## src/verilog/ocf_map.svh

```systemverilog
// Register map, reset values, mask bit positions and inrush timing constants.
// Assumes a single 40 MHz system clock; included by bare name.
`ifndef OCF_MAP_SVH
`define OCF_MAP_SVH

// ==========================================================================
// Register addresses and reset values
`define OCF_ADDR_W 4
`define OCF_DATA_W 8
`define OCF_ADDR_OUTPUT_MODE 4'hD
`define OCF_ADDR_CURRENT_LIMIT 4'hE
`define OCF_ADDR_FAULT_MASK 4'hF
`define OCF_RST_OUTPUT_MODE 8'h00
`define OCF_RST_CURRENT_LIMIT 8'h00
`define OCF_RST_FAULT_MASK 8'hBE
`define OCF_RDATA_UNMAPPED 8'h00

// ==========================================================================
// Fault mask bit positions
`define OCF_MSK_COMM 7
`define OCF_MSK_SUPPLY 6
`define OCF_MSK_LOW_WARN 5
`define OCF_MSK_SHORT 4
`define OCF_MSK_ABOVE 3
`define OCF_MSK_OPEN_WIRE 2
`define OCF_MSK_CURR_LIM 1
`define OCF_MSK_OVERLOAD 0

// ==========================================================================
// Channel layout and inrush window timing
`define OCF_NUM_CH 4
`define OCF_FIELD_W 2
`define OCF_CLK_KHZ 40000
`define OCF_INRUSH_CODE0_MS 20
`define OCF_INRUSH_CODE1_MS 50
`define OCF_INRUSH_CODE2_MS 40
`define OCF_INRUSH_CODE3_MS 10
`define OCF_INRUSH_CODE0_CYC (`OCF_INRUSH_CODE0_MS * `OCF_CLK_KHZ)
`define OCF_INRUSH_CODE1_CYC (`OCF_INRUSH_CODE1_MS * `OCF_CLK_KHZ)
`define OCF_INRUSH_CODE2_CYC (`OCF_INRUSH_CODE2_MS * `OCF_CLK_KHZ)
`define OCF_INRUSH_CODE3_CYC (`OCF_INRUSH_CODE3_MS * `OCF_CLK_KHZ)
`define OCF_INRUSH_CNT_W 21

`endif

```

## src/verilog/ocf_pkg.sv

```systemverilog
// Types shared by the output configuration and fault mask block.
// Constants live in ocf_map.svh; nothing here depends on the clock.
package ocf_pkg;

  // ========================================================================
  // Output mode and current limit codes
  typedef enum logic [1:0] {
    OCF_MODE_HS = 2'h0,
    OCF_MODE_HS_INRUSH = 2'h1,
    OCF_MODE_PP_CLAMP = 2'h2,
    OCF_MODE_PP_SIMPLE = 2'h3
  } ocf_do_mode_e;

  typedef enum logic [1:0] {
    OCF_LIM_600MA = 2'h0,
    OCF_LIM_130MA = 2'h1,
    OCF_LIM_300MA = 2'h2,
    OCF_LIM_1200MA = 2'h3
  } ocf_limit_e;

  typedef enum logic [1:0] {
    OCF_TMR_IDLE = 2'b01,
    OCF_TMR_RUN = 2'b10
  } ocf_tmr_state_e;

  // ========================================================================
  // Fault sources from the analog detectors, bit 0 of each vector is channel one
  typedef struct packed {
    logic supply_err;
    logic supply_low_warn;
    logic [3:0] short_det;
    logic [3:0] above_supply;
    logic [3:0] open_wire_off;
    logic [3:0] current_limit;
    logic [3:0] overload;
  } ocf_analog_s;

  // Flags toward the interrupt register and the serial response
  typedef struct packed {
    logic comm_error_flag;
    logic supply_error_flag;
    logic global_fault_indicator;
    logic [3:0] channel_short_flag;
    logic short_indicator;
    logic [3:0] channel_current_limit_flag;
    logic overcurrent_indicator;
    logic [3:0] channel_overload_flag;
    logic overload_indicator;
  } ocf_flags_s;

  // Two-bit field of one channel out of a packed configuration byte
  function automatic logic [1:0] ocf_field(input logic [7:0] packed_byte, input int unsigned ch);
    return packed_byte[ch*2 +: 2];
  endfunction : ocf_field

endpackage : ocf_pkg

```

## src/verilog/ocf_inrush_timer.sv

```systemverilog
// One channel's doubled-current inrush window timer.
// Assumes drive_on, mode and limit code come from logic on clk_sys.
`timescale 1ns/10ps
`include "ocf_map.svh"
module ocf_inrush_timer #(
  parameter int CNT_W = `OCF_INRUSH_CNT_W,
  parameter logic [CNT_W-1:0] CYC0 = CNT_W'(`OCF_INRUSH_CODE0_CYC),
  parameter logic [CNT_W-1:0] CYC1 = CNT_W'(`OCF_INRUSH_CODE1_CYC),
  parameter logic [CNT_W-1:0] CYC2 = CNT_W'(`OCF_INRUSH_CODE2_CYC),
  parameter logic [CNT_W-1:0] CYC3 = CNT_W'(`OCF_INRUSH_CODE3_CYC)
) (
  input wire logic clk_sys,
  input wire logic reset_n,
  input wire logic ce,
  input wire ocf_pkg::ocf_do_mode_e mode,
  input wire logic [1:0] limit_code,
  input wire logic drive_on,
  output logic inrush_active
);

  ocf_pkg::ocf_tmr_state_e state, next_state;
  logic [CNT_W-1:0] cnt, next_cnt;
  logic [CNT_W-1:0] win_len, next_win_len;
  logic drive_prev, next_drive_prev;
  logic start;

  // ========================================================================
  // Window start on a turn-on edge in the doubled-inrush mode
  assign start = drive_on && !drive_prev && (mode == ocf_pkg::OCF_MODE_HS_INRUSH); // see RULE3

  always_comb begin
    next_state = state;
    next_cnt = cnt;
    next_win_len = win_len;
    next_drive_prev = drive_on;
    case (state)
      ocf_pkg::OCF_TMR_IDLE: begin
        if (start) begin
          next_state = ocf_pkg::OCF_TMR_RUN;
          next_cnt = '0;
          case (limit_code) // see RULE5
            2'h0: next_win_len = CYC0;
            2'h1: next_win_len = CYC1;
            2'h2: next_win_len = CYC2;
            default: next_win_len = CYC3;
          endcase
        end
      end
      ocf_pkg::OCF_TMR_RUN: begin
        // Turning off or leaving the mode ends the window early
        if (!drive_on || mode != ocf_pkg::OCF_MODE_HS_INRUSH || cnt == win_len - 1'b1) begin // see RULE5
          next_state = ocf_pkg::OCF_TMR_IDLE;
        end else begin
          next_cnt = CNT_W'(cnt + 1'b1);
        end
      end
      default: next_state = ocf_pkg::OCF_TMR_IDLE;
    endcase
  end

  always_ff @(posedge clk_sys or negedge reset_n) begin
    if (!reset_n) begin
      state <= ocf_pkg::OCF_TMR_IDLE;
      cnt <= '0;
      win_len <= '0;
      drive_prev <= 1'b0;
    end else if (ce) begin
      state <= next_state;
      cnt <= next_cnt;
      win_len <= next_win_len;
      drive_prev <= next_drive_prev;
    end
  end

  assign inrush_active = (state == ocf_pkg::OCF_TMR_RUN);

  // ========================================================================
  // Checks
  chk_inrush_start: assert property (@(posedge clk_sys) disable iff (!reset_n) // see RULE3
    ce && start |=> inrush_active) else $error("inrush window did not open");
  chk_inrush_bound: assert property (@(posedge clk_sys) disable iff (!reset_n) // see RULE5
    inrush_active |-> cnt < win_len) else $error("inrush window ran past its length");
  cov_inrush_full: cover property (@(posedge clk_sys) disable iff (!reset_n)
    inrush_active && ce && cnt == win_len - 1'b1 && drive_on);

endmodule : ocf_inrush_timer

```

## src/verilog/ocf_fault_combine.sv

```systemverilog
// Fault pin combining and always-on flag generation.
// Assumes all inputs are already synchronised to clk_sys.
`timescale 1ns/10ps
`include "ocf_map.svh"
module ocf_fault_combine (
  input wire logic clk_sys,
  input wire logic reset_n,
  input wire logic ce,
  input wire logic [7:0] mask,
  input wire logic comm_err,
  input wire ocf_pkg::ocf_analog_s src,
  input wire logic [3:0] short_detect_en,
  output logic fault_n,
  output ocf_pkg::ocf_flags_s flags
);

  logic next_fault_n;
  ocf_pkg::ocf_flags_s next_flags;
  logic [3:0] short_seen;

  // ========================================================================
  // Flags ignore the mask entirely; only the pin is gated
  assign short_seen = src.short_det & short_detect_en; // see RULE14

  always_comb begin
    next_flags.comm_error_flag = comm_err; // see RULE9
    next_flags.supply_error_flag = src.supply_err | src.supply_low_warn; // see RULE11 see RULE12
    next_flags.channel_short_flag = short_seen; // see RULE14
    next_flags.short_indicator = |short_seen;
    next_flags.channel_current_limit_flag = src.current_limit; // see RULE15
    next_flags.overcurrent_indicator = |src.current_limit;
    next_flags.channel_overload_flag = src.overload; // see RULE16
    next_flags.overload_indicator = |src.overload;
    next_flags.global_fault_indicator = comm_err | src.supply_err | src.supply_low_warn | (|short_seen)
      | (|src.current_limit) | (|src.overload); // see RULE9 see RULE11
    // Any unmasked source pulls the pin low
    next_fault_n = !((comm_err && !mask[`OCF_MSK_COMM]) // see RULE8
      || (src.supply_err && !mask[`OCF_MSK_SUPPLY]) // see RULE10
      || (src.supply_low_warn && !mask[`OCF_MSK_LOW_WARN]) // see RULE12
      || ((|short_seen) && !mask[`OCF_MSK_SHORT]) // see RULE13
      || ((|src.above_supply) && !mask[`OCF_MSK_ABOVE])
      || ((|src.open_wire_off) && !mask[`OCF_MSK_OPEN_WIRE])
      || ((|src.current_limit) && !mask[`OCF_MSK_CURR_LIM]) // see RULE15
      || ((|src.overload) && !mask[`OCF_MSK_OVERLOAD])); // see RULE16 see RULE17
  end

  always_ff @(posedge clk_sys or negedge reset_n) begin
    if (!reset_n) begin
      fault_n <= 1'b1;
      flags <= '0;
    end else if (ce) begin
      fault_n <= next_fault_n;
      flags <= next_flags;
    end
  end

endmodule : ocf_fault_combine

```

## src/verilog/ocf_regs.sv

```systemverilog
// Output mode, current limit and fault mask registers of a four-channel output device.
// Assumes the serial front end delivers decoded register reads and writes on clk_sys,
// and that the analog fault detectors are asynchronous to clk_sys.
//
// Functional notes
// RULE1 - Two-bit mode per channel: high-side, high-side doubled inrush, clamp push-pull, push-pull.
// RULE2 - Mode byte: channel four bits 7:6 down to channel one bits 1:0.
// RULE3 - Mode 01 doubles current limit for an inrush window set by limit code.
// RULE4 - Two-bit limit code 600, 130, 300, 1200 mA, passed to the limiter.
// RULE5 - Inrush window by limit code: 20, 50, 40, 10 ms, counted in cycles.
// RULE6 - Limit byte: channel four bits 7:6 down to channel one bits 1:0.
// RULE7 - Mask bit zero lets a source assert the fault pin; one blocks it.
// RULE8 - Mask bit 7 gates watchdog and serial/CRC errors onto the pin.
// RULE9 - Communication errors always set their flag and the global fault indicator.
// RULE10 - Mask bit 6 gates supply errors onto the fault pin.
// RULE11 - Supply errors always set their flag and the global fault indicator.
// RULE12 - Mask bit 5 gates supply low and warning only; supply flag unaffected.
// RULE13 - Mask bit 4 gates short-to-supply error onto the fault pin.
// RULE14 - Enabled short detection sets the channel short flag and short indicator.
// RULE15 - Mask bit 1 gates current limit; limit flags and indicator always set.
// RULE16 - Mask bit 0 gates thermal overload; overload flags and indicator always set.
// RULE17 - Fault pin low while any unmasked source is active, sources ORed.
// RULE18 - Written mode and limit codes reach the drivers right after the write.
`timescale 1ns/10ps
`include "ocf_map.svh"
module ocf_regs #(
  parameter int NUM_CH = `OCF_NUM_CH,
  parameter int CNT_W = `OCF_INRUSH_CNT_W,
  parameter int unsigned INRUSH_CYC_CODE0 = `OCF_INRUSH_CODE0_CYC,
  parameter int unsigned INRUSH_CYC_CODE1 = `OCF_INRUSH_CODE1_CYC,
  parameter int unsigned INRUSH_CYC_CODE2 = `OCF_INRUSH_CODE2_CYC,
  parameter int unsigned INRUSH_CYC_CODE3 = `OCF_INRUSH_CODE3_CYC
) (
  input wire logic clk_sys,
  input wire logic reset_n,
  input wire logic ce,
  input wire logic reg_wr,
  input wire logic reg_rd,
  input wire logic [`OCF_ADDR_W-1:0] reg_addr,
  input wire logic [`OCF_DATA_W-1:0] reg_wdata,
  output logic [`OCF_DATA_W-1:0] reg_rdata,
  input wire logic watchdog_err,
  input wire logic link_err,
  input wire ocf_pkg::ocf_analog_s analog_raw,
  input wire logic [3:0] short_detect_en,
  input wire logic [3:0] drive_on,
  output ocf_pkg::ocf_do_mode_e ch1_output_mode,
  output ocf_pkg::ocf_do_mode_e ch2_output_mode,
  output ocf_pkg::ocf_do_mode_e ch3_output_mode,
  output ocf_pkg::ocf_do_mode_e ch4_output_mode,
  output logic [1:0] ch1_limit_code,
  output logic [1:0] ch2_limit_code,
  output logic [1:0] ch3_limit_code,
  output logic [1:0] ch4_limit_code,
  output logic [3:0] inrush_active,
  output logic fault_n,
  output ocf_pkg::ocf_flags_s flags
);

  // ==========================================================================
  // Register storage
  logic [7:0] output_mode_select, next_output_mode_select;
  logic [7:0] current_limit_select, next_current_limit_select;
  logic [7:0] fault_pin_mask, next_fault_pin_mask;
  logic [7:0] next_reg_rdata;
  logic wr_mode, wr_limit, wr_mask;

  assign wr_mode = reg_wr && (reg_addr == `OCF_ADDR_OUTPUT_MODE);
  assign wr_limit = reg_wr && (reg_addr == `OCF_ADDR_CURRENT_LIMIT);
  assign wr_mask = reg_wr && (reg_addr == `OCF_ADDR_FAULT_MASK);

  always_comb begin
    next_output_mode_select = wr_mode ? reg_wdata : output_mode_select; // see RULE2 see RULE18
    next_current_limit_select = wr_limit ? reg_wdata : current_limit_select; // see RULE6 see RULE18
    next_fault_pin_mask = wr_mask ? reg_wdata : fault_pin_mask; // see RULE7
    next_reg_rdata = reg_rdata;
    if (reg_rd) begin
      case (reg_addr)
        `OCF_ADDR_OUTPUT_MODE: next_reg_rdata = output_mode_select;
        `OCF_ADDR_CURRENT_LIMIT: next_reg_rdata = current_limit_select;
        `OCF_ADDR_FAULT_MASK: next_reg_rdata = fault_pin_mask;
        default: next_reg_rdata = `OCF_RDATA_UNMAPPED;
      endcase
    end
  end

  always_ff @(posedge clk_sys or negedge reset_n) begin
    if (!reset_n) begin
      output_mode_select <= `OCF_RST_OUTPUT_MODE;
      current_limit_select <= `OCF_RST_CURRENT_LIMIT;
      fault_pin_mask <= `OCF_RST_FAULT_MASK;
      reg_rdata <= `OCF_RDATA_UNMAPPED;
    end else if (ce) begin
      output_mode_select <= next_output_mode_select;
      current_limit_select <= next_current_limit_select;
      fault_pin_mask <= next_fault_pin_mask;
      reg_rdata <= next_reg_rdata;
    end
  end

  // ==========================================================================
  // Per-channel fields straight from the flops, so no extra trigger is needed
  assign ch1_output_mode = ocf_pkg::ocf_do_mode_e'(ocf_pkg::ocf_field(output_mode_select, 0)); // see RULE1 see RULE2
  assign ch2_output_mode = ocf_pkg::ocf_do_mode_e'(ocf_pkg::ocf_field(output_mode_select, 1)); // see RULE1
  assign ch3_output_mode = ocf_pkg::ocf_do_mode_e'(ocf_pkg::ocf_field(output_mode_select, 2)); // see RULE1
  assign ch4_output_mode = ocf_pkg::ocf_do_mode_e'(ocf_pkg::ocf_field(output_mode_select, 3)); // see RULE1
  assign ch1_limit_code = ocf_pkg::ocf_field(current_limit_select, 0); // see RULE4 see RULE6
  assign ch2_limit_code = ocf_pkg::ocf_field(current_limit_select, 1); // see RULE4
  assign ch3_limit_code = ocf_pkg::ocf_field(current_limit_select, 2); // see RULE4
  assign ch4_limit_code = ocf_pkg::ocf_field(current_limit_select, 3); // see RULE4

  // ==========================================================================
  // Inrush window timers, one per channel
  genvar gi;
  generate
    for (gi = 0; gi < NUM_CH; gi++) begin : g_inrush
      ocf_inrush_timer #(
        .CNT_W(CNT_W),
        .CYC0(CNT_W'(INRUSH_CYC_CODE0)),
        .CYC1(CNT_W'(INRUSH_CYC_CODE1)),
        .CYC2(CNT_W'(INRUSH_CYC_CODE2)),
        .CYC3(CNT_W'(INRUSH_CYC_CODE3))
      ) u_timer (
        .clk_sys(clk_sys),
        .reset_n(reset_n),
        .ce(ce),
        .mode(ocf_pkg::ocf_do_mode_e'(ocf_pkg::ocf_field(output_mode_select, gi))), // see RULE3
        .limit_code(ocf_pkg::ocf_field(current_limit_select, gi)), // see RULE5
        .drive_on(drive_on[gi]),
        .inrush_active(inrush_active[gi])
      );
    end
  endgenerate

  // ==========================================================================
  // Detector inputs cross in through two flops; the first is read by nothing else
  ocf_pkg::ocf_analog_s analog_meta, analog_sync;
  ocf_pkg::ocf_analog_s next_analog_meta, next_analog_sync;
  logic comm_err;

  always_comb begin
    next_analog_meta = analog_raw;
    next_analog_sync = analog_meta;
  end

  always_ff @(posedge clk_sys or negedge reset_n) begin
    if (!reset_n) begin
      analog_meta <= '0;
      analog_sync <= '0;
    end else if (ce) begin
      analog_meta <= next_analog_meta;
      analog_sync <= next_analog_sync;
    end
  end

  // Watchdog and link errors are produced on clk_sys and need no synchroniser
  assign comm_err = watchdog_err | link_err; // see RULE8

  ocf_fault_combine u_combine (
    .clk_sys(clk_sys),
    .reset_n(reset_n),
    .ce(ce),
    .mask(fault_pin_mask),
    .comm_err(comm_err),
    .src(analog_sync),
    .short_detect_en(short_detect_en),
    .fault_n(fault_n),
    .flags(flags)
  );

  // ==========================================================================
  // Checks
  chk_mode_write_lands: assert property (@(posedge clk_sys) disable iff (!reset_n) // see RULE18
    ce && wr_mode |=> {ch4_output_mode, ch3_output_mode, ch2_output_mode, ch1_output_mode} == $past(reg_wdata))
    else $error("mode write did not reach the channel outputs");

  chk_limit_write_lands: assert property (@(posedge clk_sys) disable iff (!reset_n) // see RULE6
    ce && wr_limit |=> {ch4_limit_code, ch3_limit_code, ch2_limit_code, ch1_limit_code} == $past(reg_wdata))
    else $error("limit write did not reach the channel outputs");

  chk_comm_pin_gate: assert property (@(posedge clk_sys) disable iff (!reset_n) // see RULE8
    ce && comm_err && !fault_pin_mask[`OCF_MSK_COMM] |=> !fault_n)
    else $error("unmasked communication error did not pull fault pin low");

  chk_supply_pin_gate: assert property (@(posedge clk_sys) disable iff (!reset_n) // see RULE10
    ce && analog_sync.supply_err && !fault_pin_mask[`OCF_MSK_SUPPLY] |=> !fault_n)
    else $error("unmasked supply error did not pull fault pin low");

  chk_all_masked_quiet: assert property (@(posedge clk_sys) disable iff (!reset_n) // see RULE7
    ce && (&fault_pin_mask) |=> fault_n)
    else $error("fault pin asserted while every source is masked");

  chk_pin_or_sources: assert property (@(posedge clk_sys) disable iff (!reset_n) // see RULE17
    ce && !comm_err && (analog_sync == '0) |=> fault_n)
    else $error("fault pin low with no active source");

  chk_comm_flag_always: assert property (@(posedge clk_sys) disable iff (!reset_n) // see RULE9
    ce && comm_err |=> flags.comm_error_flag && flags.global_fault_indicator)
    else $error("communication error flag missing");

  chk_supply_flag_always: assert property (@(posedge clk_sys) disable iff (!reset_n) // see RULE11
    ce && (analog_sync.supply_err || analog_sync.supply_low_warn) |=> flags.supply_error_flag)
    else $error("supply error flag missing");

  chk_low_warn_gate: assert property (@(posedge clk_sys) disable iff (!reset_n) // see RULE12
    ce && analog_sync.supply_low_warn && !fault_pin_mask[`OCF_MSK_LOW_WARN] |=> !fault_n)
    else $error("unmasked supply low warning did not pull fault pin low");

  chk_short_flag_set: assert property (@(posedge clk_sys) disable iff (!reset_n) // see RULE14
    ce && |(analog_sync.short_det & short_detect_en) |=> flags.short_indicator)
    else $error("enabled short not reported");

  chk_short_pin_gate: assert property (@(posedge clk_sys) disable iff (!reset_n) // see RULE13
    ce && |(analog_sync.short_det & short_detect_en) && !fault_pin_mask[`OCF_MSK_SHORT] |=> !fault_n)
    else $error("unmasked short did not pull fault pin low");

  chk_curr_lim_flag: assert property (@(posedge clk_sys) disable iff (!reset_n) // see RULE15
    ce && (|analog_sync.current_limit) |=> flags.overcurrent_indicator
      && flags.channel_current_limit_flag == $past(analog_sync.current_limit))
    else $error("current limit flags wrong");

  chk_overload_flag: assert property (@(posedge clk_sys) disable iff (!reset_n) // see RULE16
    ce && (|analog_sync.overload) |=> flags.overload_indicator
      && flags.channel_overload_flag == $past(analog_sync.overload))
    else $error("overload flags wrong");

  chk_mask_write_lands: assert property (@(posedge clk_sys) disable iff (!reset_n) // see RULE7
    ce && wr_mask
    |=> fault_pin_mask == $past(reg_wdata))
    else $error("mask write did not land");

  // A read in the same cycle as a write returns the old value
  chk_mode_read_back: assert property (@(posedge clk_sys) disable iff (!reset_n) // see RULE2
    ce && reg_rd && reg_addr == `OCF_ADDR_OUTPUT_MODE
    |=> reg_rdata == $past(output_mode_select))
    else $error("mode readback wrong");

  chk_unmapped_read: assert property (@(posedge clk_sys) disable iff (!reset_n)
    ce && reg_rd && reg_addr < `OCF_ADDR_OUTPUT_MODE
    |=> reg_rdata == `OCF_RDATA_UNMAPPED)
    else $error("unmapped read not zero");

  chk_ce_freeze: assert property (@(posedge clk_sys) disable iff (!reset_n)
    !ce
    |=> $stable(output_mode_select) && $stable(fault_pin_mask) && $stable(fault_n))
    else $error("state moved while clock enable low");

  chk_above_pin_gate: assert property (@(posedge clk_sys) disable iff (!reset_n) // see RULE17
    ce && (|analog_sync.above_supply) && !fault_pin_mask[`OCF_MSK_ABOVE]
    |=> !fault_n)
    else $error("unmasked above-supply error did not pull fault pin low");

  chk_curr_lim_gate: assert property (@(posedge clk_sys) disable iff (!reset_n) // see RULE15
    ce && (|analog_sync.current_limit) && !fault_pin_mask[`OCF_MSK_CURR_LIM]
    |=> !fault_n)
    else $error("unmasked current limit did not pull fault pin low");

  chk_overload_gate: assert property (@(posedge clk_sys) disable iff (!reset_n) // see RULE16
    ce && (|analog_sync.overload) && !fault_pin_mask[`OCF_MSK_OVERLOAD]
    |=> !fault_n)
    else $error("unmasked overload did not pull fault pin low");

  cov_mode_write: cover property (@(posedge clk_sys) disable iff (!reset_n) ce && wr_mode);
  cov_masked_comm: cover property (@(posedge clk_sys) disable iff (!reset_n)
    ce && comm_err && fault_pin_mask[`OCF_MSK_COMM] ##1 fault_n);
  cov_unmasked_overload: cover property (@(posedge clk_sys) disable iff (!reset_n)
    ce && (|analog_sync.overload) && !fault_pin_mask[`OCF_MSK_OVERLOAD] ##1 !fault_n);
  cov_inrush_any: cover property (@(posedge clk_sys) disable iff (!reset_n) |inrush_active);

endmodule : ocf_regs

```

## config.mk

```make
export PLATFORM = sky130hd
export DESIGN_NAME = ocf_regs
export DESIGN_NICKNAME = d
export VERILOG_FILES = /design/src/verilog/ocf_pkg.sv /design/src/verilog/ocf_inrush_timer.sv /design/src/verilog/ocf_fault_combine.sv /design/src/verilog/ocf_regs.sv
export VERILOG_INCLUDE_DIRS = /design/src /design/src/verilog
export SDC_FILE = /design/constraint.sdc
export NUM_CORES = 1
export LEC_CHECK = 0
export BUFFER_PORTS_ARGS = -buffer_cell sky130_fd_sc_hd__buf_2
export CAP_MARGIN = 40
export CELL_PAD_IN_SITES_DETAIL_PLACEMENT = 1
export CELL_PAD_IN_SITES_GLOBAL_PLACEMENT = 1
export CORE_MARGIN = 2
export CORE_UTILIZATION = 28
export CTS_CLUSTER_DIAMETER = 40
export DETAILED_ROUTE_END_ITERATION = 8
export PLACE_DENSITY = 0.62
export SYNTH_ARGS = -nofsm -noshare
export SYNTH_HDL_FRONTEND = slang
export SYNTH_SLANG_ARGS = --single-unit
```

## constraint.sdc

```tcl
create_clock -name clk_sys -period 3.8 [get_ports clk_sys]
set_input_delay 0.76 -clock clk_sys [delete_from_list [all_inputs] [get_ports clk_sys]]
set_output_delay 0.76 -clock clk_sys [all_outputs]
set_load 0.02 [all_outputs]
```

==> Word level (Yosys, flattened, before mapping) <==
Index checks and enable logic that the tools add are counted.
{ "word_totals": {"register_bits": 275, "inputBits": 49, "wordCells": 212} }
{ "op_classes": {"add_sub_neg": 8, "eq_ne": 43, "n_mux": 29, "bitwise_logic": 8, "n_reduce_logical": 80} }
{ "op_table": {"columns": ["op", "count"], "rows": [
  ["21-bit one-hot mux with 3 select lines", 4],
  ["21-bit two-way mux", 8],
  ["21-bit one-hot mux with 2 select lines", 4],
  ["21-bit by 1-bit adder with 21-bit output, second input constant", 4],
  ["21-bit == test", 4],
  ["21-bit by 1-bit subtractor with 21-bit output, second input constant", 4],
  ["2-bit by 1-bit == test with 1-bit output, second input constant", 12],
  ["8-bit one-hot mux with 3 select lines", 1],
  ["3-bit AND reduction", 8],
  ["4-bit OR reduction", 5],
  ["1-bit logical AND", 19],
  ["1-bit logical NOT", 17],
  ["2-bit == test, second input constant", 8],
  ["2-bit two-way mux", 8],
  ["2-bit by 1-bit inequality test with 1-bit output, second input constant", 8],
  ["2-bit inequality test, second input constant", 8],
  ["2-bit one-hot mux with 2 select lines", 4],
  ["4-bit AND reduction", 4],
  ["1-bit logical OR", 15],
  ["4-bit == test, second input constant", 3],
  ["2-bit logical NOT", 4],
  ["2-bit AND reduction", 4],
  ["2-bit nonzero test", 4],
  ["1-bit OR", 7],
  ["4-bit AND", 1]
]} }

==> Longest topological paths before layout <==
{ "depth": {"depth_word": 10, "depth_mapped": 13, "ltp_nobuf": 10} }

==> Cells and area by module <==
From an unflattened synthesis, not the netlist that was laid out.
{ "hier_totals": {"cells_unflattened": 1305, "hier_area_um2": 12918.6} }
{ "by_module_without_submodules": {"columns": ["mod", "n_inst", "cells_per_inst", "area_each_um2"], "rows": [
  ["ocf_inrush_timer", 4, 257, 2250.9],
  ["ocf_regs", 1, 202, 3076.7],
  ["ocf_fault_combine", 1, 75, 838.3]
]} }

==> Worst setup path after synthesis <==
OpenSTA, ideal clock, no wires.
{ "synth_path": {"path_kind": "reg2reg", "from": "reg g_inrush[2].u_timer.win_len[17]", "to": "reg g_inrush[2].u_timer.state[1]", "setup_ps": 128, "t_arrival_ps": 2811, "required_ps": 3672, "slack_ps": 861, "path_stages_with_launch": 12, "period_less_slack_ps": 2939, "cell_sequence": "dfrtp_1 buf_2 inv_1 ha_1 or3b_4 o31a_1 or4_1 a32oi_1 a31o_2 inv_2 a21oi_2 mux2_1"} }
{ "synth_between": {"elab_chain_len": 5} }
{ "synth_lines": {"columns": ["item", "line_no", "source"], "rows": [
  ["from (decl)", "ocf_inrush_timer.sv:23", "logic [CNT_W-1:0] win_len, next_win_len;"],
  ["from (signal assigned)", "ocf_inrush_timer.sv:70", "win_len <= next_win_len;"],
  ["21-bit by 1-bit subtractor with 21-bit output", "ocf_inrush_timer.sv:51", "if (!drive_on || mode != ocf_pkg::OCF_MODE_HS_INRUSH || cnt == win_len - 1'b1) begin"],
  ["21-bit == test", "ocf_inrush_timer.sv:51", null],
  ["1-bit logical OR", "ocf_inrush_timer.sv:51", null],
  ["2-bit inequality test (no source line)", null, null],
  ["3-bit AND reduction (no source line)", null, null],
  ["to (signal assigned)", "ocf_inrush_timer.sv:63", "state <= ocf_pkg::OCF_TMR_IDLE;"],
  ["to (signal assigned)", "ocf_inrush_timer.sv:68", "state <= next_state;"],
  ["to (decl)", "ocf_inrush_timer.sv:21", "ocf_pkg::ocf_tmr_state_e state, next_state;"]
]} }
Every way passes these cells.
A chain may end at the register's enable or synchronous reset.

==> Worst setup path after layout <==
Same ends and word-level chain as after synthesis.

==> flow_summary.ini <==
[placement]
io_buffers = 95
dp_hpwl_um = 26700
place_congestion = 0.812
place_inst = 1975
pre_cts_slack_ps = 443
dpl_cell_area_um2 = 14000

[yosys]
ys.flop_type = dfrtp_1
async_reset_ff_frac = 1.00
synth_cell_types = 84
synth_top_area_share = 0.436
yosys_register_bits = 235
yosys_warnings = 0
avgSynthCellArea_um2 = 9.76
synth_edf_count = 0
ys_seq_area_frac = 0.458
syn-num-nets = 1403
yosysTopAreaCell = dfrtp_1
synth.area.top_cells = dfrtp_1 (44%), mux2_2 (7.7%), nand2_1 (4.3%), ha_1 (3.5%), nor2_1 (3.2%)
synthesis.area_um2 = 12900
syn_inst = 1318

[floorplan]
die_area_um2 = 47700
start_util = 0.284
coreArea_um2 = 45400
row_count = 78
pin_count = 96
die_width_um = 218
die_h_um = 218

[cts]
clockBufferDepth = 3
clock_sinks = 235
worstSkewPairLatency_ps = 540
root_buffer = clkbuf_16
cts_tree = built
ctsHtreeMaxLevel = 2
post_cts_buffers = 0
cts_resized = 0
path_clk_slew_ps = 60
numCtsBuffers = 44
cts_hold_buffers = 0

[sta]
setup_violations = 0
rsz0062_at_grt = false
setup_tns_ps = 0
fin_skew_ps = 18.2
layout_setup_ws_ps = 443
slew_viol_final = 0
period_share = 0.883
period_needed_ps = 3360
hold_viol = 0
relSlewSlack = 0.416
holdWs_ps = 161
fmax_mhz = 298
tightest_slew_ps = 876

[hold_path]
hold_class = in2async

[cells_and_area]
design_area_um2 = 15600
final_layout_size_suffix_gt1_frac = 0.223
final_common_cell = dfrtp_1
layout_common_cells = dfrtp_1 (224), nand2_1 (146), nor2_1 (108)
area_growth_pct = 21.4
nNetsFinal = 1506
n_fill_cell = 5148
finalNonFillerCells = 2061
final_core_util = 0.344

[worst_setup_path]
path_class = reg2reg
worstSetupStartpointType = flop
worstPathRequired_ps = 4210
crit_fanout = 16
critPathArrivalTime_ps = 3770
endpoint_kind = flop

[power_and_ir_drop]
leakagePower_nw = 6.80
power_frac_clock = 0.421
p_switching_mw = 3.41
power.internal_mw = 6.67
switching_share = 0.338
finalPower_mw = 10.1
power.share.combinational = 0.236
ir_drop_uv = 368
seqPwrFrac = 0.343
powerDensity_nw_per_um2 = 645

[grt]
grt-ovfl-total = 0
antenna_found_initial = 12
grt_pass1_vias = 11041
gr-usage-all-layers = 0.156
grt_start_max_net_pins = 76
grt_pass1_wl_um = 60100

[job]
cap_viol_max_count = 0

[drt]
drcViolationCount = 0
ant_nets = 0
viasPerCell = 5.04
vias = 10394
first_iter_violations = 525
drt_pass1_iterations = 4
wl_per_cell_um = 17.8
wl_um = 36700

[status]
status = completed
[final cells by class]
type / count / area (µm²) / area share
Clock buffer: 48 / 1160 / 0.0740
Clock inverter: 33 / 453 / 0.0290
Sequential cell: 235 / 5890 / 0.377
Antenna cell: 5 / 12.5 / 0.000801
Timing Repair Buffer: 113 / 636 / 0.0407
Multi-Input combinational cell: 976 / 6530 / 0.418
Tap cell: 600 / 751 / 0.0481
Inverter: 51 / 191 / 0.0123
[final timing paths]
path | slack, ps | from | cells past startpoint | end
max | 440 | g_inrush[2].u_timer.win_len[17] | 10 | g_inrush[2].u_timer.state[1]
min | 160 | reset_n | 1 | g_inrush[0].u_timer.cnt[12]
max reg2reg | 440 | g_inrush[2].u_timer.win_len[17] | 10 | g_inrush[2].u_timer.state[1]
min reg2reg | 470 | g_inrush[1].u_timer.cnt[5] | 1 | g_inrush[1].u_timer.cnt[5]
max in group asynchronous | 2610 | reset_n | 2 | g_inrush[2].u_timer.state[0]
min in group clk_sys | 440 | analog_raw[20] | 2 | analog_meta[20]
[synthesized netlist by cell type, types with 5 or more instances]
cell and n:
or2_2 8, o211ai_1 15, a21oi_1 48, nand3_1 71, nor3b_1 5, mux2i_1 15, clkbuf_1 40, xor2_1 40
nor2b_1 6, and4_1 8, inv_1 49, nand2_1 146, mux2_2 88, or4_1 20, nand3b_1 5, and2_1 9
dfstp_2 11, a41oi_1 5, nor4_1 16, o21ai_0 73, o31ai_1 21, dfrtp_1 224, a31oi_1 10, o41ai_1 5
a22o_1 5, and3_1 24, nor4b_1 5, a211oi_1 7, nand2b_1 6, or3_1 11, buf_4 7, nand4_1 22
ha_1 36, nor3_1 23, xnor2_1 36, nor2_1 108
[power by group through the flow]
stage | sequential, mW | clock (mW) | combinational [mW]
3_3_place_gp | 3.48 | 0 | 2.32
5_1_grt | 3.53 | 4.47 | 2.69
4_1_cts | 3.46 | 4.35 | 2.41
6_report | 3.45 | 4.25 | 2.38
2_1_floorplan | 3.35 | 0 | 1.75
3_5_place_dp | 3.50 | 0 | 2.40
[sequential cells by signal, summed over array words and instances (netlist names)]
| signal | flops |
|---|---|
| analog_meta | 22 |
| analog_sync | 22 |
| current_limit_select | 8 |
| fault_pin_mask | 8 |
| g_inrush.u_timer.cnt | 84 |
| g_inrush.u_timer.drive_prev | 4 |
| g_inrush.u_timer.state | 8 |
| g_inrush.u_timer.win_len | 44 |
| output_mode_select | 8 |
| reg_rdata | 8 |
| u_combine.fault_n | 1 |
| u_combine.flags | 18 |
[logic make-up (layout without fill, tap and decap cells)]
| family | count (synthesis) | count (layout) | share of synthesized area |
|---|---|---|---|
| AO/OA/AOI/OAI | 241 | 241 | 0.122 |
| multiplexers | 105 | 105 | 0.0904 |
| flip-flops | 235 | 235 | 0.458 |
| buffers and inverters | 107 | 245 | 0.0348 |
| AND/OR/NAND/NOR | 518 | 518 | 0.208 |
| other | 0 | 5 | 0 |
| adder cells (fa/ha/maj) | 36 | 36 | 0.0350 |
| XOR/XNOR | 76 | 76 | 0.0517 |
[layer usage]
layer / global-route usage / routed length, µm
met1: 0.204 / 17000
met3: 0.0469 / 2110
met5: 0 / 87
met2: 0.249 / 16600
met4: 0.0483 / 882
[critical path: stages (launching register included)]
cell and delay [ps]:
dfrtp_1 470, inv_1 120, ha_1 200, or3b_4 420, o31a_1 260, or4_1 510, a32oi_1 230, a31o_2 420
inv_2 60, a21oi_2 190, mux2_1 350
No activity file was read; power rests on OpenSTA's default activity.
